<file path="src/saf_pkg.sv">
// Package of codes, states, timing and carriers for the activation machine
package saf_pkg;
    // Command codes from the upstream controller
    localparam logic [3:0] CMD_DEACT_REQ = 4'h0;
    localparam logic [3:0] CMD_RESET = 4'h1;
    localparam logic [3:0] CMD_SINGLE_PULSE = 4'h2;
    localparam logic [3:0] CMD_CONT_PULSE = 4'h3;
    localparam logic [3:0] CMD_RX_UNSYNCED = 4'h4;
    localparam logic [3:0] CMD_ACT_REQ = 4'h8;
    localparam logic [3:0] CMD_LOOP_ACT_REQ = 4'hA;
    localparam logic [3:0] CMD_SWITCH_THROUGH = 4'hC;
    localparam logic [3:0] CMD_LOOP_ACT_IND = 4'hE;
    localparam logic [3:0] CMD_DEACT_CONFIRM = 4'hF;
    // Indication codes towards the upstream controller
    localparam logic [3:0] IND_INTERIM = 4'h0;
    localparam logic [3:0] IND_RESET_ACK = 4'h1;
    localparam logic [3:0] IND_TEST_ACK = 4'h2;
    localparam logic [3:0] IND_RX_UNSYNCED = 4'h4;
    localparam logic [3:0] IND_ACT_REQ = 4'h8;
    localparam logic [3:0] IND_CODE_VIOL = 4'hB;
    localparam logic [3:0] IND_ACT_DONE = 4'hC;
    localparam logic [3:0] IND_LOOP_ACT = 4'hE;
    localparam logic [3:0] IND_DEACT_DONE = 4'hF;
    // Reset value of the indication output
    localparam logic [3:0] IND_RESET_VALUE = 4'hF;
    // Transmitted line signal codes
    typedef enum logic [2:0]
    {
        TX_INFO0 = 3'b000,
        TX_INFO2 = 3'b001,
        TX_INFO4 = 3'b010,
        TX_SINGLE = 3'b011,
        TX_CONT = 3'b100
    } saf_tx_type;
    // Machine states
    typedef enum logic [3:0]
    {
        ST_RESET = 4'b0000,
        ST_DEACTIVATED = 4'b0001,
        ST_INFO0_SEEN = 4'b0010,
        ST_PEND_ACT = 4'b0011,
        ST_WAIT_SWITCH = 4'b0100,
        ST_ACTIVATED = 4'b0101,
        ST_LOST_LINE = 4'b0110,
        ST_LOST_UP = 4'b0111,
        ST_PEND_DEACT = 4'b1000,
        ST_WAIT_CONFIRM = 4'b1001,
        ST_TEST_SINGLE = 4'b1010,
        ST_TEST_CONT = 4'b1011
    } saf_state_type;
    // Line receiver status, grouped
    typedef struct packed {
        logic info0;
        logic level;
        logic info3;
        logic synced;
        logic code_viol;
    } saf_rx_type;
    // Timing: clock rate and deactivation timers
    localparam int CLK_HZ = 10000000;
    localparam int QUIET_MS = 16;
    localparam int EXPIRY_MS = 32;
    localparam int QUIET_CYCLES = QUIET_MS * (CLK_HZ / 1000);
    localparam int EXPIRY_CYCLES = EXPIRY_MS * (CLK_HZ / 1000);
    localparam int TIMER_WIDTH = 20;
    localparam logic [19:0] TIMER_ZERO = 20'h00000;
endpackage

</file>
<file path="src/saf_fsm.sv">
// Layer-1 activation state machine for exchange-side and NT roles
//
// Contract
// Command 0000 deactivates, sending INFO 0
// Command 0001 resets machine, ignores line
// Commands 0010/0011 select pulse test modes
// Controller never swaps pulse tests directly
// Command 1000 starts exchange activation
// Command 1010 activates with analog loopback
// Command 1110 closes loop 2 when active
// Command 1111 enters deactivated, detection enabled
// Indication 0000 reports interim timing
// Indication 0100 while receiver unsynchronized
// Indication 1000 when INFO 0 received; exchange-side role indicates 0000 instead
// Indication 1011 on violation when enabled
// Indication 1100 when synced and activated
// Indication 1111 after 16/32 ms timers
// Deactivated: silent, clock stop selectable
// NT waits activation command after detection
// Pending activation sends INFO 2, loop option
// NT keeps INFO 2 until switch-through
// Switch-through sends INFO 4, channels transparent
// Lost sync when activated goes lost-framing
// NT upstream-unsynced command sends INFO 2
// Wait for confirmation after deactivation indication
// Controller holds command until action starts
// Timers restart on pending-deactivation entry
`timescale 1ns/1ns
module saf_fsm
(
    // Clock and reset
    input wire logic clk,
    input wire logic rst,
    // Role and configuration
    input wire logic nt_mode,
    input wire logic code_violation_enable,
    input wire logic clock_stop_select,
    // Control channel
    input wire logic [3:0] cmd_code,
    output logic [3:0] ind_code,
    // Line receiver status, from the line clock side
    input wire saf_pkg::saf_rx_type rx_status,
    // Line transmitter and path control
    output saf_pkg::saf_tx_type tx_info,
    output logic channels_transparent,
    output logic loop_closed,
    output logic clocks_stopped
);
    // Two-stage synchronisers for line status
    saf_pkg::saf_rx_type rx_meta;
    saf_pkg::saf_rx_type rx;
    always_ff @(posedge clk)
    begin
        rx_meta <= rx_status;
        rx <= rx_meta;
    end

    saf_pkg::saf_state_type state;
    saf_pkg::saf_state_type next_state;
    logic [19:0] quiet_count;
    logic [19:0] expiry_count;
    logic next_loop;

    // Timer expiry decode
    wire quiet_done = quiet_count >= 20'(saf_pkg::QUIET_CYCLES - 1);
    wire expiry_done = expiry_count >= 20'(saf_pkg::EXPIRY_CYCLES - 1);
    wire deact_fire = quiet_done || expiry_done;
    wire is_test = (state == saf_pkg::ST_TEST_SINGLE)
        || (state == saf_pkg::ST_TEST_CONT);
    wire act_cmd = (cmd_code == saf_pkg::CMD_ACT_REQ)
        || (cmd_code == saf_pkg::CMD_LOOP_ACT_REQ);

    // Next-state selection
    always_comb
    begin
        next_state = state;
        next_loop = loop_closed;
        case (state)
            saf_pkg::ST_RESET:
                if (cmd_code != saf_pkg::CMD_RESET)
                    next_state = saf_pkg::ST_DEACTIVATED;
            saf_pkg::ST_DEACTIVATED:
            begin
                next_loop = 1'b0;
                if (act_cmd)
                    next_state = saf_pkg::ST_PEND_ACT;
                else if (rx.info0 && nt_mode)
                    next_state = saf_pkg::ST_INFO0_SEEN;
                else if (rx.info0)
                    next_state = saf_pkg::ST_PEND_ACT;
            end
            saf_pkg::ST_INFO0_SEEN:
                if (act_cmd)
                    next_state = saf_pkg::ST_PEND_ACT;
            saf_pkg::ST_PEND_ACT:
            begin
                next_loop = cmd_code == saf_pkg::CMD_LOOP_ACT_REQ;
                if (rx.info3 && rx.synced)
                    next_state = nt_mode ? saf_pkg::ST_WAIT_SWITCH
                        : saf_pkg::ST_ACTIVATED;
            end
            saf_pkg::ST_WAIT_SWITCH:
                if (cmd_code == saf_pkg::CMD_SWITCH_THROUGH
                    || cmd_code == saf_pkg::CMD_LOOP_ACT_IND)
                    next_state = saf_pkg::ST_ACTIVATED;
            saf_pkg::ST_ACTIVATED:
            begin
                if (cmd_code == saf_pkg::CMD_LOOP_ACT_IND)
                    next_loop = 1'b1;
                if (!rx.synced)
                    next_state = saf_pkg::ST_LOST_LINE;
                else if (nt_mode && cmd_code == saf_pkg::CMD_RX_UNSYNCED)
                    next_state = saf_pkg::ST_LOST_UP;
            end
            saf_pkg::ST_LOST_LINE:
                if (rx.synced && rx.info3)
                    next_state = saf_pkg::ST_ACTIVATED;
            saf_pkg::ST_LOST_UP:
                if (cmd_code != saf_pkg::CMD_RX_UNSYNCED)
                    next_state = saf_pkg::ST_ACTIVATED;
            saf_pkg::ST_PEND_DEACT:
                if (deact_fire)
                    next_state = saf_pkg::ST_WAIT_CONFIRM;
            saf_pkg::ST_WAIT_CONFIRM:
                if (cmd_code == saf_pkg::CMD_DEACT_CONFIRM)
                    next_state = saf_pkg::ST_DEACTIVATED;
            saf_pkg::ST_TEST_SINGLE,
            saf_pkg::ST_TEST_CONT:
                if (cmd_code != saf_pkg::CMD_SINGLE_PULSE
                    && cmd_code != saf_pkg::CMD_CONT_PULSE)
                    next_state = saf_pkg::ST_DEACTIVATED;
            default:
                next_state = saf_pkg::ST_RESET;
        endcase
        // Reset always overrides the table above; pulse test and deactivation commands override it outside their excluded states
        if (cmd_code == saf_pkg::CMD_RESET)
            next_state = saf_pkg::ST_RESET;
        else if (cmd_code == saf_pkg::CMD_SINGLE_PULSE && !is_test)
            next_state = saf_pkg::ST_TEST_SINGLE;
        else if (cmd_code == saf_pkg::CMD_CONT_PULSE && !is_test)
            next_state = saf_pkg::ST_TEST_CONT;
        else if (cmd_code == saf_pkg::CMD_DEACT_REQ
            && state != saf_pkg::ST_PEND_DEACT
            && state != saf_pkg::ST_WAIT_CONFIRM
            && state != saf_pkg::ST_RESET
            && (nt_mode || state != saf_pkg::ST_DEACTIVATED))
            next_state = saf_pkg::ST_PEND_DEACT;
        if (next_state != saf_pkg::ST_PEND_ACT
            && next_state != saf_pkg::ST_ACTIVATED
            && next_state != saf_pkg::ST_WAIT_SWITCH)
            next_loop = 1'b0;
    end

    // Transmit and indication decode from the next state
    saf_pkg::saf_tx_type next_tx;
    logic [3:0] next_ind;
    always_comb
    begin
        next_tx = saf_pkg::TX_INFO0;
        next_ind = saf_pkg::IND_DEACT_DONE;
        case (next_state)
            saf_pkg::ST_RESET:
                next_ind = saf_pkg::IND_RESET_ACK;
            saf_pkg::ST_DEACTIVATED:
                next_ind = saf_pkg::IND_DEACT_DONE;
            saf_pkg::ST_INFO0_SEEN:
                next_ind = saf_pkg::IND_ACT_REQ;
            saf_pkg::ST_PEND_ACT, saf_pkg::ST_WAIT_SWITCH:
            begin
                next_tx = saf_pkg::TX_INFO2;
                next_ind = nt_mode ? saf_pkg::IND_ACT_REQ
                    : saf_pkg::IND_INTERIM;
            end
            saf_pkg::ST_ACTIVATED:
            begin
                next_tx = saf_pkg::TX_INFO4;
                next_ind = next_loop ? saf_pkg::IND_LOOP_ACT
                    : saf_pkg::IND_ACT_DONE;
            end
            saf_pkg::ST_LOST_LINE, saf_pkg::ST_LOST_UP:
            begin
                next_tx = saf_pkg::TX_INFO2;
                next_ind = saf_pkg::IND_RX_UNSYNCED;
            end
            saf_pkg::ST_PEND_DEACT:
                next_ind = saf_pkg::IND_INTERIM;
            saf_pkg::ST_WAIT_CONFIRM:
                next_ind = saf_pkg::IND_DEACT_DONE;
            saf_pkg::ST_TEST_SINGLE:
            begin
                next_tx = saf_pkg::TX_SINGLE;
                next_ind = saf_pkg::IND_TEST_ACK;
            end
            saf_pkg::ST_TEST_CONT:
            begin
                next_tx = saf_pkg::TX_CONT;
                next_ind = saf_pkg::IND_TEST_ACK;
            end
            default:
                next_ind = saf_pkg::IND_DEACT_DONE;
        endcase
        // Receiver and violation reports take precedence when line is live
        if (next_state != saf_pkg::ST_RESET
            && next_state != saf_pkg::ST_TEST_SINGLE
            && next_state != saf_pkg::ST_TEST_CONT
            && next_state != saf_pkg::ST_DEACTIVATED)
        begin
            if (rx.level && !rx.synced)
                next_ind = saf_pkg::IND_RX_UNSYNCED;
            else if (rx.code_viol && code_violation_enable)
                next_ind = saf_pkg::IND_CODE_VIOL;
        end
    end

    // State, timers and registered outputs
    always_ff @(posedge clk)
    begin
        if (rst)
        begin
            state <= saf_pkg::ST_RESET;
            quiet_count <= saf_pkg::TIMER_ZERO;
            expiry_count <= saf_pkg::TIMER_ZERO;
            ind_code <= saf_pkg::IND_RESET_VALUE;
            tx_info <= saf_pkg::TX_INFO0;
            loop_closed <= 1'b0;
            channels_transparent <= 1'b0;
            clocks_stopped <= 1'b0;
        end
        else
        begin
            state <= next_state;
            // Timers restart on every entry into pending deactivation
            if (state != saf_pkg::ST_PEND_DEACT)
            begin
                quiet_count <= saf_pkg::TIMER_ZERO;
                expiry_count <= saf_pkg::TIMER_ZERO;
            end
            else
            begin
                expiry_count <= expiry_count + 20'h00001;
                quiet_count <= rx.info0 ? quiet_count + 20'h00001
                    : saf_pkg::TIMER_ZERO;
            end
            ind_code <= next_ind;
            tx_info <= next_tx;
            loop_closed <= next_loop;
            channels_transparent <=
                next_state == saf_pkg::ST_ACTIVATED;
            clocks_stopped <= clock_stop_select
                && next_state == saf_pkg::ST_DEACTIVATED;
        end
    end

    // Checks next to the logic
    a_reset_info0: assert property (@(posedge clk) disable iff (rst)
        cmd_code == saf_pkg::CMD_RESET |=> tx_info == saf_pkg::TX_INFO0
        && state == saf_pkg::ST_RESET)
        else $error("reset command did not silence line");
    a_deact_start: assert property (@(posedge clk) disable iff (rst)
        cmd_code == saf_pkg::CMD_DEACT_REQ
        && state == saf_pkg::ST_ACTIVATED
        |=> state == saf_pkg::ST_PEND_DEACT && tx_info == saf_pkg::TX_INFO0)
        else $error("deactivation request not taken");
    // Only reset and pulse test commands may pre-empt the timer outcome
    a_deact_timeout: assert property (@(posedge clk) disable iff (rst)
        state == saf_pkg::ST_PEND_DEACT && deact_fire
        && cmd_code != saf_pkg::CMD_RESET && cmd_code[3:1] != 3'b001
        |=> state == saf_pkg::ST_WAIT_CONFIRM)
        else $error("deactivation timer expiry ignored");
    a_switch_info4: assert property (@(posedge clk) disable iff (rst)
        state == saf_pkg::ST_ACTIVATED |-> tx_info == saf_pkg::TX_INFO4
        && channels_transparent)
        else $error("activated without INFO 4");
    a_wait_confirm: assert property (@(posedge clk) disable iff (rst)
        $past(state) == saf_pkg::ST_WAIT_CONFIRM
        && state == saf_pkg::ST_DEACTIVATED
        |-> $past(cmd_code) == saf_pkg::CMD_DEACT_CONFIRM)
        else $error("left wait state without confirmation");
    a_lost_sync: assert property (@(posedge clk) disable iff (rst)
        state == saf_pkg::ST_ACTIVATED && !rx.synced
        && cmd_code[3] |=> state == saf_pkg::ST_LOST_LINE)
        else $error("loss of sync not followed");
    a_silent_idle: assert property (@(posedge clk) disable iff (rst)
        state == saf_pkg::ST_DEACTIVATED |-> tx_info == saf_pkg::TX_INFO0
        && (clocks_stopped == clock_stop_select
        || $changed(clock_stop_select)))
        else $error("deactivated state not silent");
    a_nt_waits: assert property (@(posedge clk) disable iff (rst)
        state == saf_pkg::ST_INFO0_SEEN
        && cmd_code == saf_pkg::CMD_DEACT_CONFIRM
        |=> state == saf_pkg::ST_INFO0_SEEN)
        else $error("NT proceeded without activation command");
    a_loop_close: assert property (@(posedge clk) disable iff (rst)
        state == saf_pkg::ST_ACTIVATED && rx.synced
        && cmd_code == saf_pkg::CMD_LOOP_ACT_IND |=> loop_closed)
        else $error("loop 2 not closed on command");
    a_upstream_lost: assert property (@(posedge clk) disable iff (rst)
        nt_mode && state == saf_pkg::ST_ACTIVATED && rx.synced
        && cmd_code == saf_pkg::CMD_RX_UNSYNCED
        |=> state == saf_pkg::ST_LOST_UP && tx_info == saf_pkg::TX_INFO2)
        else $error("upstream sync loss not followed");
    // Timers must start from zero on each entry into pending deactivation
    a_timer_restart: assert property (@(posedge clk) disable iff (rst)
        state != saf_pkg::ST_PEND_DEACT
        |=> expiry_count == saf_pkg::TIMER_ZERO
        && quiet_count == saf_pkg::TIMER_ZERO)
        else $error("deactivation timers not restarted");
    a_quiet_count: assert property (@(posedge clk) disable iff (rst)
        state == saf_pkg::ST_PEND_DEACT && !rx.info0
        |=> quiet_count == saf_pkg::TIMER_ZERO)
        else $error("quiet timer ran without INFO 0");
    a_reset_ack: assert property (@(posedge clk) disable iff (rst)
        state == saf_pkg::ST_RESET && cmd_code == saf_pkg::CMD_RESET
        |=> ind_code == saf_pkg::IND_RESET_ACK)
        else $error("reset not acknowledged");
    a_pend_info2: assert property (@(posedge clk) disable iff (rst)
        state == saf_pkg::ST_PEND_ACT |-> tx_info == saf_pkg::TX_INFO2
        && !channels_transparent)
        else $error("pending activation not sending INFO 2");
endmodule // saf_fsm

</file>
<file path="config.mk">
export PLATFORM = sky130hd
export DESIGN_NAME = saf_fsm
export DESIGN_NICKNAME = d
export VERILOG_FILES = /design/src/saf_pkg.sv /design/src/saf_fsm.sv
export SDC_FILE = /design/constraint.sdc
export NUM_CORES = 1
export LEC_CHECK = 0
export ABC_AREA = 0
export BUFFER_PORTS_ARGS = -buffer_cell sky130_fd_sc_hd__buf_2
export CORE_MARGIN = 5
export CORE_UTILIZATION = 59
export DETAILED_ROUTE_END_ITERATION = 16
export GPL_ROUTABILITY_DRIVEN = 1
export GPL_TIMING_DRIVEN = 0
export HOLD_SLACK_MARGIN = 0.1
export PLACE_DENSITY = 0.79
export SLEW_MARGIN = 15
export SYNTH_ARGS = -nofsm -noshare
export SYNTH_HDL_FRONTEND = slang
export SYNTH_SLANG_ARGS = --single-unit
</file>
<file path="constraint.sdc">
create_clock -name clk -period 3.12 [get_ports clk]
set_input_delay 0.312 -clock clk [delete_from_list [all_inputs] [get_ports clk]]
set_output_delay 0.312 -clock clk [all_outputs]
set_load 0.01 [all_outputs]
</file>
After elaboration in Yosys (flattened, before gate mapping)
Cells that the tools add are included.
{ "op_classes": {"addsub": 2, "order_cmp": 2, "eq_ne": 43, "n_mux": 30, "n_bitwise": 1, "reduce_logical": 37} }
{ "op_table": {"columns": ["operator", "n"], "rows": [
  ["$mux 4", 22],
  ["$eq 4x4->1 const B", 12],
  ["$pmux 4 s11", 1],
  ["$add 20x1->20 const B", 2],
  ["$eq 4x3->1 const B", 9],
  ["$pmux 4 s7", 1],
  ["$eq 4x2->1 const B", 6],
  ["$ge 20x18->1 const B", 1],
  ["$ge 20x19->1 const B", 1],
  ["$logic_and 1x1->1", 18],
  ["$ne 4x4->1 const B", 4],
  ["$eq 4x1->1 const B", 3],
  ["$logic_not 4->1", 3],
  ["$ne 4x1->1 const B", 3],
  ["$ne 4x2->1 const B", 3],
  ["$ne 4x3->1 const B", 3],
  ["$pmux 3 s4", 1],
  ["$reduce_or 2->1", 5],
  ["$reduce_bool 4->1", 2],
  ["$logic_or 1x1->1", 5],
  ["$reduce_or 4->1", 1],
  ["$mux 1", 3],
  ["$pmux 1 s3", 1],
  ["$reduce_or 3->1", 1],
  ["other kinds (3)", 4]
]} }
{ "totals": {"register_bits": 64, "wordCells": 133} }

Logic depth before layout (Yosys ltp)
Gate-level depths: netlist (run 1).
{ "depth": {"depth_word": 18, "mapped_depth": 9} }

Least setup slack after synthesis (run 1)
OpenSTA, ideal clock, no wires.
{ "synth_timing": {"path_type": "input to register", "startpoint": "input cmd_code[2]", "endpoint": "register ind_code[2]", "setup_time_ps": 134, "t_arrival_ps": 2130, "required_time_ps": 2986, "slack_ps": 856, "path_stages": 8, "cell_sequence": "buf_2 nor4_1 o21ai_0 a21boi_0 a211oi_2 o21ai_1 nor2_1 or4_1"} }
{ "synth_between": {"elab_chain_cells": 15, "word_cells_on_any_way": 62} }
{ "synth_rtl": {"columns": ["item", "line_no", "rtl"], "rows": [
  ["start, declared", "saf_fsm.sv:39", "input wire logic [3:0] cmd_code,"],
  ["$eq 4x3->1 or $logic_not 4->1 (tied branches)", "saf_fsm.sv:112, saf_fsm.sv:142", null],
  ["$logic_and 1x1->1 (on tied branches)", "saf_fsm.sv:112, saf_fsm.sv:143", null],
  ["$mux 4 or $logic_and 1x1->1 (tied branches)", "saf_fsm.sv:112, saf_fsm.sv:144", null],
  ["$mux 4 or $logic_and 1x1->1 (tied branches)", "saf_fsm.sv:110, saf_fsm.sv:145", null],
  ["$pmux 4 s11 or $logic_and 1x1->1 (tied branches)", "saf_fsm.sv:78, saf_fsm.sv:146", null],
  ["$mux 4", "saf_fsm.sv:142", "else if (cmd_code == saf_pkg::CMD_DEACT_REQ"],
  ["$mux 4", "saf_fsm.sv:140", "else if (cmd_code == saf_pkg::CMD_CONT_PULSE && !is_test)"],
  ["$mux 4", "saf_fsm.sv:138", "else if (cmd_code == saf_pkg::CMD_SINGLE_PULSE && !is_test)"],
  ["$mux 4 *", "saf_fsm.sv:136", "if (cmd_code == saf_pkg::CMD_RESET)"],
  ["$eq 4x4->1 (tied with other cells)", "saf_fsm.sv:161", "case (next_state)"],
  ["$reduce_or 2->1 (no line)", null, null],
  ["$pmux 4 s7", "saf_fsm.sv:161", null],
  ["$mux 4", "saf_fsm.sv:210", "else if (rx.code_viol && code_violation_enable)"],
  ["$mux 4", "saf_fsm.sv:208", "if (rx.level && !rx.synced)"],
  ["$mux 4 *", "saf_fsm.sv:203", "if (next_state != saf_pkg::ST_RESET"],
  ["end signal, assigned", "saf_fsm.sv:223", "ind_code <= saf_pkg::IND_RESET_VALUE;"],
  ["end signal, assigned", "saf_fsm.sv:244", "ind_code <= next_ind;"],
  ["end, declared", "saf_fsm.sv:40", "output logic [3:0] ind_code,"]
]} }
Every way passes the cells marked *; elsewhere a longest branch is shown, timed or not.
A chain may end at the register's enable or synchronous reset.

Final worst setup path (run 1)
{ "layout_timing": {"startpoint": "register state[2]", "endpoint": "register ind_code[2]"} }
{ "layout_between": {"elab_chain_cells": 15, "word_cells_on_any_way": 69} }
{ "layout_rtl": {"columns": ["item", "line_no", "rtl"], "rows": [
  ["start, declared", "saf_fsm.sv:58", "saf_pkg::saf_state_type state;"],
  ["start signal, assigned", "saf_fsm.sv:220", "state <= saf_pkg::ST_RESET;"],
  ["start signal, assigned", "saf_fsm.sv:231", "state <= next_state;"],
  ["branches (longest 7 deep; another with $pmux 4 s11)", null, null],
  ["$mux 4 *", "saf_fsm.sv:138", null],
  ["$mux 4 *", "saf_fsm.sv:136", null],
  ["$eq 4x4->1 (tied with other cells)", "saf_fsm.sv:161", null],
  ["$reduce_or 2->1 (no line)", null, null],
  ["$pmux 4 s7", "saf_fsm.sv:161", null],
  ["$mux 4", "saf_fsm.sv:210", null],
  ["$mux 4", "saf_fsm.sv:208", null],
  ["$mux 4 *", "saf_fsm.sv:203", null]
]} }
Mark *: on every way between the ends.

==> summary.txt, run 1 <==
Timing
  – Min Tclk post-route: 2640 ps
  – Period utilization: 84.7%
  – Slew @ Worst Pin: 796 ps
  – Final Skew: 7.95 ps
  – RSZ-0062 raised after global routing: false
  – Final Hold Fails: 0
  – Slew headroom: 46.2%
  – FMAX: 379 MHz
  – Setup_tns: 0 ps
  – Final Setup Violations: 0
  – Fin. max-slew vios: 0

Clock network
  – Hold Buf Count CTS: 5
  – CTS root buf: clkbuf_8
  – Post_cts resized: 0
  – Clk sinks: 64
  – Num CTS Buffers: 9
  – CTS tree: yes
  – Clock slew at reported path FFs: 70 ps
  – Clk_lat worst skew: 340 ps
  – Post-CTS Setup Inserts: 0
  – # H-tree levels: 3
  – Clock Tree Buf Depth: 2

Placement
  – Final Wtd Congestion: 0.919
  – Port bufs: 23
  – Dpl hpwl: 4.46 mm

Logic synthesis
  – Share of the synthesized area in the top cell type: 43.0%
  – Yosys warnings: 0
  – Synth top area cells: dfxtp_1 43%, xor2_1 7.6%, nor2_1 7.0%
  – Avg Inst Size Synth: 8.72 um2
  – Main synth FF type: dfxtp_1
  – Synth Net Count: 358
  – Sequential area share after synthesis: 43.0%
  – Yosys cell types: 60
  – Cells after Synth: 342
  – Yosys reg bits: 64
  – Biggest area consumer among synthesized cells: dfxtp_1
  – Fraction of registers with async set/reset: 0%
  – EDFF count, synth: 0
  – Cell Area, Synth: 2980 um2

Worst setup path
  – Kind of start point of the critical path: register
  – Worst Path Required: 3340 ps
  – CP bufs+invs: 3
  – CP arrival: 2860 ps
  – Levels on crit path: 9
  – Crit path capture: ind_code[2]
  – Reg2Reg Capture Point: ind_code[2]
  – Crit-path cells: clkbuf_1 -> inv_1 -> a211o_1 -> o311ai_0 -> o2111a_1 -> a21bo_1 -> buf_6 -> a211oi_2 -> or4_1
  – CP max stage delay: 470 ps
  – Worst Reg-to-Reg Cells: 9
  – Critical path peak fanout: 10
  – CP delay by family, top: compound AO/OA/AOI/OAI gates
  – WS Path Type: reg -> reg
  – Crit. Startpoint: state[2]
  – Crit Reg-Reg Startpoint: state[2]
  – CP max-delay cell: or4_1
  – CP endpoint kind: register
  – R2R Setup Slk: 480 ps

Layout
  – Area Overhead vs Synth: 14.4%
  – Commonest non-fill, non-tap cell in the layout: dfxtp_1
  – Share of layout cells above drive strength 1: 13.7%
  – Fin nets: 397
  – Ant. Diodes: 0
  – Most frequent cells in the layout: 64 x dfxtp_1, 56 x nor2_1, 26 x buf_2, 26 x xor2_1, 24 x nand2_1

Global route
  – Largest net degree at the start of global routing: 11
  – Number of global-route vias before repair: 2526
  – GRT Resource Usage Total: 21.6%
  – Grt total ovfl: 0
  – Initial antenna violation count: 0
  – First-pass GRT wire length: 11.1 mm

Die
  – CORE AREA: 4820 um2
  – Initial core utilization: 61.9%
  – Die Y: 81.1 um
  – Full die area: 6580 um2
  – Die Width: 81.1 um
  – Row count: 25
  – I/O pins: 24

Power
  – Clock power frac: 37.9%
  – Reg power frac: 49.0%
  – Power Density: 516 nW/um2
  – Leakage: 1.28 nW
  – Sw frac: 25.5%
  – Power share of the combinational group: 13.1%
  – Max VDD drop: 0.409 mV
  – Total power draw: 1.76 mW
  – NetSw: 448 uW
  – Internal power: 1.31 mW

Drt
  – Post-DRT Antenna Nets: 0
  – Vias: 2621
  – Remaining DRCs: 0
  – Initial detailed-routing violation count: 102
  – Routed WL per cell: 14.1 um
  – Routed WL: 6.39 mm
  – Drt first pass iters: 6
  – Via/cell ratio: 5.79

Flow run
  – # Max-Cap Violations: 0

Hold path
  – Hold crit path type: in -> reg

Outcome
  – Status: finished clean
## kinds of logic (layout without fill, tap and decap cells)
logic type,Yosys count,after routing,synth area share (%)
adder cells (fa/ha/maj),2,2,0.839
AO/OA/AOI/OAI,53,53,13.4
multiplexers,1,1,0.336
buffers and inverters,20,64,3.15
XOR/XNOR,33,33,9.69
flip-flops,64,64,43.0
AND/OR/NAND/NOR,169,169,29.6
## stage by stage
stage               setup slack (ps)  instance area, um2  util [%]  instances  hold slack, ps
finish                           478                3410      70.8        453             192
global route                     268                3410      70.8        453             207
CTS                              495                3410      70.8        453             183
detailed placement               454                3180      66.1        432             312
global placement                 547                3180      66.1        432             311
floorplan                        856                2980         -        342             310
## area by class of cell
class / instances / area [um2]
Buffer: 12 / 63.8
Clock buffer: 12 / 135
Clock inverter: 4 / 45.0
Fill cell: 404 / 1410
Inverter: 8 / 30.0
Multi-Input combinational cell: 258 / 1610
Sequential cell: 64 / 1280
Tap cell: 67 / 83.8
Timing Repair Buffer: 28 / 165
## state kept, by name (all words and copies together), names as in the netlist, 3 cells and up
| register | flops |
|---|---|
| expiry_count | 20 |
| quiet_count | 20 |
| rx_meta | 5 |
| rx | 5 |
| state | 4 |
| tx_info | 3 |
| ind_code | 4 |
## power groups by stage
stage	Combinational, mW	Clock [mW]	Sequential (mW)
after floorplan	0.152	0	0.885
after global placement	0.218	0	0.880
after detailed placement	0.223	0	0.881
after CTS	0.229	0.684	0.862
after global routing	0.251	0.722	0.865
final	0.231	0.667	0.863
## metal layers
metal  track usage (%)  up-vias  part of all wire, %
met5                 0        -                    0
met3              4.77       15                  5.4
met4              13.2        0                  2.3
met1              26.8     1225                   46
li1                  -     1306                    -
met2              34.2       75                   46
## synth_stat cells, drive strengths merged, types with 3 or more instances
| cell | count |
|---|---|
| dfxtp | 64 |
| nor2 | 56 |
| xor2 | 26 |
| nand2 | 24 |
| nand3 | 15 |
| nand4 | 13 |
| o21ai | 11 |
| a21oi | 9 |
| nor3 | 9 |
| and3 | 8 |
| inv | 8 |
| clkbuf | 7 |
| xnor2 | 7 |
| nor2b | 6 |
| nor4 | 6 |
| or3 | 6 |
| a211oi | 5 |
| a31oi | 5 |
| buf | 5 |
| a21o | 3 |
| and4 | 3 |
| nand2b | 3 |
| nor3b | 3 |
| or4 | 3 |
## worst min path at each step
stage          slack (ps)  depth (start not counted)              to              start
3_5_place_dp          310                          0           rx[4]         rx_meta[4]
3_3_place_gp          310                          0           rx[2]         rx_meta[2]
4_1_cts               180                          2  clocks_stopped  clock_stop_select
2_1_floorplan         310                          0           rx[0]         rx_meta[0]
6_report              190                          2  clocks_stopped  clock_stop_select
5_1_grt               210                          2  clocks_stopped  clock_stop_select
Power figures use the tool's default switching activity.
==> run 2, diff against run 1 <==
--- a/config.mk
+++ b/config.mk
@@ -8,12 +8,12 @@
 export ABC_AREA = 0
 export BUFFER_PORTS_ARGS = -buffer_cell sky130_fd_sc_hd__buf_2
 export CORE_MARGIN = 5
-export CORE_UTILIZATION = 59
+export CORE_UTILIZATION = 53
 export DETAILED_ROUTE_END_ITERATION = 16
 export GPL_ROUTABILITY_DRIVEN = 1
 export GPL_TIMING_DRIVEN = 0
 export HOLD_SLACK_MARGIN = 0.1
-export PLACE_DENSITY = 0.79
+export PLACE_DENSITY = 0.75
 export SLEW_MARGIN = 15
 export SYNTH_ARGS = -nofsm -noshare
 export SYNTH_HDL_FRONTEND = slang
==> constraint.sdc (replaced) <==
create_clock -name clk -period 2.33 [get_ports clk]
set_input_delay 0.233 -clock clk [delete_from_list [all_inputs] [get_ports clk]]
set_output_delay 0.233 -clock clk [all_outputs]
set_load 0.01 [all_outputs]
==> run 2 against run 1 <==
Effect of this change: the run now ends with negative setup slack left; count of clock-buffer cells in the layout shrank 1; die area grew 9.9%; critical path depth is the same; cell area grew 6.5%; hold slack lost 63 ps; critical endpoint unchanged; largest power group unchanged.
==> summary.txt, run 2 (synthesized netlist as in run 1, its figures left out) <==
Die
  – Die Y: 85.0 um (+4.8%)
  – I/O pins: 24 (unchanged)
  – CORE AREA: 5470 um2 (+14%)
  – Die Width: 85.0 um (+4.8%)
  – Row count: 27 (+8.0%)
  – Full die area: 7230 um2 (+9.9%)
  – Initial core utilization: 54.5% (-7.4 points)

Clock network
  – CTS root buf: clkbuf_8
  – # H-tree levels: 3 (unchanged)
  – Clock slew at reported path FFs: 60 ps (about the same)
  – Clk_lat worst skew: 340 ps (about the same)
  – Num CTS Buffers: 9 (unchanged)
  – Clock Tree Buf Depth: 2 (unchanged)
  – Clk sinks: 64 (unchanged)
  – CTS tree: yes

Drt
  – Vias: 2649 (+1.1%)
  – Routed WL: 6.67 mm (+4.4%)
  – Drt first pass iters: 5 (-1)
  – Initial detailed-routing violation count: 125 (+23%)
  – Routed WL per cell: 14.3 um (+1.1%)
  – Remaining DRCs: 0 (unchanged)
  – Post-DRT Antenna Nets: 0 (unchanged)
  – Via/cell ratio: 5.66 (-2.2%)

Worst setup path
  – Reg2Reg Capture Point: ind_code[2]
  – Worst Reg-to-Reg Cells: 7 (-2)
  – R2R Setup Slk: -30 ps (-510 ps)
  – CP arrival: 2590 ps (-270 ps)
  – Crit Reg-Reg Startpoint: state[3]
  – Worst Path Required: 2540 ps (-800 ps)
  – Kind of start point of the critical path: primary input
  – Critical path peak fanout: 10 (unchanged)
  – CP endpoint kind: register
  – WS Path Type: in -> reg

Layout
  – Share of layout cells above drive strength 1: 22.5% (+8.7 points)
  – Most frequent cells in the layout: 58 x dfxtp_1, 54 x nor2_1, 26 x xor2_1, 25 x buf_2, 23 x nand2_1
  – Area Overhead vs Synth: 21.8%
  – Ant. Diodes: 0 (unchanged)
  – Commonest non-fill, non-tap cell in the layout: dfxtp_1
  – Fin nets: 408 (+2.8%)
  – Top flop regs: expiry_count x20, quiet_count x20

Global route
  – Number of global-route vias before repair: 2478 (-1.9%)
  – Largest net degree at the start of global routing: 11 (unchanged)
  – GRT Resource Usage Total: 18.6% (-3.0 points)
  – Grt total ovfl: 0 (unchanged)
  – Initial antenna violation count: 0 (unchanged)
  – First-pass GRT wire length: 10.9 mm (-1.7%)

Timing
  – Slew @ Worst Pin: 555 ps (-241 ps)
  – Setup_tns: -47.5 ps (-47.5 ps)
  – PnR worst setup slack: -47.5 ps (-526 ps)
  – Slew headroom: 62.9% (+17 points)
  – Period utilization: 102%
  – Min Tclk post-route: 2380 ps
  – Fin. max-slew vios: 0 (unchanged)
  – Final Setup Violations: 1 (+1)
  – Final Hold Fails: 0 (unchanged)
  – RSZ-0062 raised after global routing: true
  – FMAX: 421 MHz
  – Final Skew: 9.03 ps (+1.08 ps)

Power
  – Max VDD drop: 0.480 mV (+17%)
  – Power Density: 652 nW/um2 (+26%)
  – Total power draw: 2.37 mW (+34%)
  – Leakage: 1.36 nW (+5.9%)

Flow run
  – # Max-Cap Violations: 0 (unchanged)

Outcome
  – Status: complete, but fails checks
  – Failing checks: negative setup slack

Placement
  – Dpl hpwl: 4.48 mm (+0.38%)
  – Final Wtd Congestion: 0.869 (-5.4%)
  – Port bufs: 23 (unchanged)
  – Place WS: -231 ps (-685 ps)

Hold path
  – Worst hold endpoint: clocks_stopped
  – Hold crit path type: in -> reg
  – Number of cells on the worst hold path: 2 (unchanged)
  – Hold Path Origin: clock_stop_select
-- run 2: layout make-up --
cell class / count / area (um2)
plain buffers: 11 / 71.3
repair buffers: 40 / 255
inverters: 8 / 33.8
multi-input cells: 258 / 1720
well taps: 72 / 90.1
fillers: 473 / 1840
clock buffers: 11 / 151
flip-flops and latches: 64 / 1290
clock inverters: 4 / 20.0
-- run 2: worst max-delay path by stage --
stage | startpoint | endpoint | slack [ps] | cells past startpoint
2_1_floorplan | state[1] | ind_code[1] | 130 | 8
3_5_place_dp | state[2] | ind_code[2] | -230 | 9
5_1_grt | cmd_code[2] | ind_code[2] | -130 | 9
4_1_cts | quiet_count[0] | ind_code[1] | 5 | 9
3_3_place_gp | cmd_code[2] | ind_code[2] | -250 | 10
6_report | cmd_code[2] | ind_code[2] | -50 | 9
-- run 2: what timing repair did --
item                                   4_1_cts  5_1_grt
gates resized for setup                     16       19
setup buffers                                3        9
endpoints found under the hold margin        5        0
pin swaps                                    5        9
setup endpoints to repair                    6        5
hold buffers                                 5        0
-- run 2: metal layers --
metal	up-vias	track usage, %	part of all wire (%)
met1	1245	23.6	45
met4	0	8.78	1.5
met2	70	29.2	48
met5	-	0	0
met3	11	5.05	5.2
li1	1323	-	-
-- run 2: power breakdown --
part	internal, mW	leakage [nW]	switching (mW)
logic	0.183	0.741	0.199
clock network	0.430	0.0947	0.401
registers	1.13	0.525	0.0213
-- run 2: per-stage QoR --
stage | cells | hold WS [ps] | util (%) | instance area [um2]
after detailed placement | 437 | 318 | 58.3 | 3190
after global routing | 468 | 130 | 66.4 | 3630
final | 468 | 129 | 66.4 | 3630
after global placement | 437 | 309 | 58.3 | 3190
after floorplan | 342 | 261 | - | 2980
after CTS | 460 | 112 | 63.6 | 3480
-- run 2: worst max-delay path: stages --
cell and delay, ps:
buf_2 110, buf_2 180, nor4_1 440, o21ai_0 200, a21boi_0 420, a211oi_4 100, o21ai_1 310, nor2_1 110
or4_1 500
==> run 3, diff against run 2 <==
--- a/config.mk
+++ b/config.mk
@@ -7,13 +7,14 @@
 export LEC_CHECK = 0
 export ABC_AREA = 0
 export BUFFER_PORTS_ARGS = -buffer_cell sky130_fd_sc_hd__buf_2
-export CORE_MARGIN = 5
+export CORE_MARGIN = 2
 export CORE_UTILIZATION = 53
 export DETAILED_ROUTE_END_ITERATION = 16
 export GPL_ROUTABILITY_DRIVEN = 1
 export GPL_TIMING_DRIVEN = 0
 export HOLD_SLACK_MARGIN = 0.1
 export PLACE_DENSITY = 0.75
+export SKIP_CTS_REPAIR_TIMING = 1
 export SLEW_MARGIN = 15
 export SYNTH_ARGS = -nofsm -noshare
 export SYNTH_HDL_FRONTEND = slang
==> run 3 against run 2 <==
Effect of this change: the run now ends clean; total power increased by 7.6%; first-iteration DRC count decreased by 26%; setup slack better by 61 ps; cell area increased by 1.0%; count of clock-buffer cells in the layout did not move; global-route usage increased by 3.3 points; final cell count is 0.21% lower; routed wire length rose by 3.4%; die area fell by 14%; sequential share of layout area decreased by 0.35 points; critical path type is now reg -> reg.
==> summary.txt, run 3 (synthesized netlist as in run 1, its figures left out) <==
Outcome
  – Status: finished clean

Timing
  – RSZ-0062 raised after global routing: true
  – Slew @ Worst Pin: 602 ps (+47.1 ps)
  – Fin. max-slew vios: 0 (unchanged)
  – FMAX: 432 MHz (+2.6%)
  – Final Hold Fails: 0 (unchanged)
  – Period utilization: 99.4% (-2.6 points)
  – Min Tclk post-route: 2320 ps (-60.6 ps)
  – PnR worst setup slack: 13.1 ps (+60.6 ps)
  – Final Setup Violations: 0 (-1)
  – Setup_tns: 0 ps (+47.5 ps)
  – Final Skew: 8.41 ps (-0.618 ps)
  – Slew headroom: 59.8% (-3.1 points)

Clock network
  – Clk_lat worst skew: 360 ps (+20 ps)
  – # H-tree levels: 3 (unchanged)
  – CTS root buf: clkbuf_8
  – CTS tree: yes
  – Clock Tree Buf Depth: 2 (unchanged)
  – Clock slew at reported path FFs: 70 ps (about the same)
  – Clk sinks: 64 (unchanged)
  – Num CTS Buffers: 9 (unchanged)

Worst setup path
  – CP arrival: 2600 ps (about the same)
  – Crit-path cells: or4b_4 -> nor4_4 -> o41a_2 -> nor4_4 -> a21bo_1 -> buf_6 -> o32a_1 -> a31oi_1
  – WS Path Type: reg -> reg
  – Worst Path Required: 2610 ps (+70 ps)
  – CP max stage delay: 580 ps (+80 ps)
  – CP max-delay cell: or4b_4
  – Kind of start point of the critical path: register
  – CP bufs+invs: 1 (-1)
  – Critical path peak fanout: 7 (-3)
  – CP endpoint kind: register
  – CP delay by family, top: compound AO/OA/AOI/OAI gates
  – Most frequent CP cell: nor4_4

Placement
  – Dpl hpwl: 4.44 mm (-0.97%)
  – Final Wtd Congestion: 0.929 (+6.9%)
  – Port bufs: 23 (unchanged)
  – Place WS: -285 ps (-53.5 ps)

Flow run
  – # Max-Cap Violations: 0 (unchanged)

Power
  – Power Density: 694 nW/um2 (+6.5%)
  – Max VDD drop: 0.554 mV (+15%)
  – Leakage: 1.39 nW (+2.0%)

Global route
  – Largest net degree at the start of global routing: 11 (unchanged)
  – Grt total ovfl: 0 (unchanged)
  – First-pass GRT wire length: 10.6 mm (-2.5%)
  – Number of global-route vias before repair: 2368 (-4.4%)
  – Initial antenna violation count: 0 (unchanged)
  – GRT Resource Usage Total: 21.8% (+3.3 points)

Die
  – Die Width: 79.0 um (-7.1%)
  – Die Y: 79.0 um (-7.1%)
  – Initial core utilization: 54.5% (unchanged)
  – Full die area: 6240 um2 (-14%)
  – Row count: 27 (unchanged)
  – I/O pins: 24 (unchanged)
  – CORE AREA: 5470 um2 (unchanged)

Layout
  – Most frequent cells in the layout: 58 x dfxtp_1, 55 x nor2_1, 26 x xor2_1, 25 x buf_2, 23 x nand2_1
  – Ant. Diodes: 0 (unchanged)
  – Reg area: 1290 um2 (unchanged)
  – Multi-input gate area: 1730 um2 (+0.80%)
  – Share of layout cells above drive strength 1: 22.0% (-0.45 points)
  – Fillers: 451 (-4.7%)
  – Area Overhead vs Synth: 23.0%
  – Top flop regs: expiry_count x20, quiet_count x20
  – Fin nets: 407 (-0.25%)
  – Commonest non-fill, non-tap cell in the layout: dfxtp_1

Drt
  – Routed WL per cell: 14.8 um (+3.7%)
  – Remaining DRCs: 0 (unchanged)
  – Vias: 2673 (+0.91%)
  – Post-DRT Antenna Nets: 0 (unchanged)
  – Via/cell ratio: 5.72 (+1.1%)
  – Drt first pass iters: 4 (-1)
  – Initial detailed-routing violation count: 93 (-26%)
  – Routed WL: 6.90 mm (+3.4%)

Hold path
  – Hold crit path type: in -> reg
-- run 3: changes by cell type in the layout (fill, tap and decap cells not counted), sizes merged --
cell    previous run  this run
buf               41        39
bufinv             0         2
clkbuf            16        17
clkinv             4         2
-- run 3: per-layer routing --
layer / vias up / GRT usage (%) / routed length [um]
met2: 68 / 34.0 / 3340
li1: 1330 / - / -
met1: 1261 / 27.5 / 3120
met4: 0 / 11.9 / 149
met5: - / 0 / 0
met3: 14 / 5.80 / 295
-- run 3: path summary, 6_finish.rpt --
path | startpoint | to | slack, ps | cells past startpoint
setup / recovery | state[0] | ind_code[3] | 10 | 8
hold reg to reg | rx_meta[4] | rx[4] | 330 | 0
setup reg to reg | state[0] | ind_code[3] | 10 | 8
hold / removal | clock_stop_select | clocks_stopped | 100 | 2
-- run 3: through the flow --
step	instances	utilization [%]	power [mW]	hold slack, ps	cell area [um2]
2_1_floorplan	342	-	1.39	261	2980
4_1_cts	452	61.9	2.48	-31.8	3390
6_report	467	67.1	2.55	104	3670
3_3_place_gp	437	58.3	1.47	310	3190
3_5_place_dp	437	58.3	1.48	315	3190
5_1_grt	467	67.1	2.63	135	3670
-- run 3: report_power, final --
part | total, mW | switching, mW | internal [mW]
Sequential | 1.16 | 0.0237 | 1.13
Combinational | 0.375 | 0.200 | 0.174
Clock | 1.01 | 0.421 | 0.593
-- run 3: cell type report --
| class | instances | share of cell area, % |
|---|---|---|
| Multi-Input combinational cell | 258 | 47.2 |
| Sequential cell | 64 | 35.3 |
| Timing Repair Buffer | 39 | 6.75 |
| Clock buffer | 11 | 3.58 |
| Tap cell | 72 | 2.45 |
| Buffer | 11 | 1.94 |
| Clock inverter | 4 | 1.91 |
| Inverter | 8 | 0.921 |
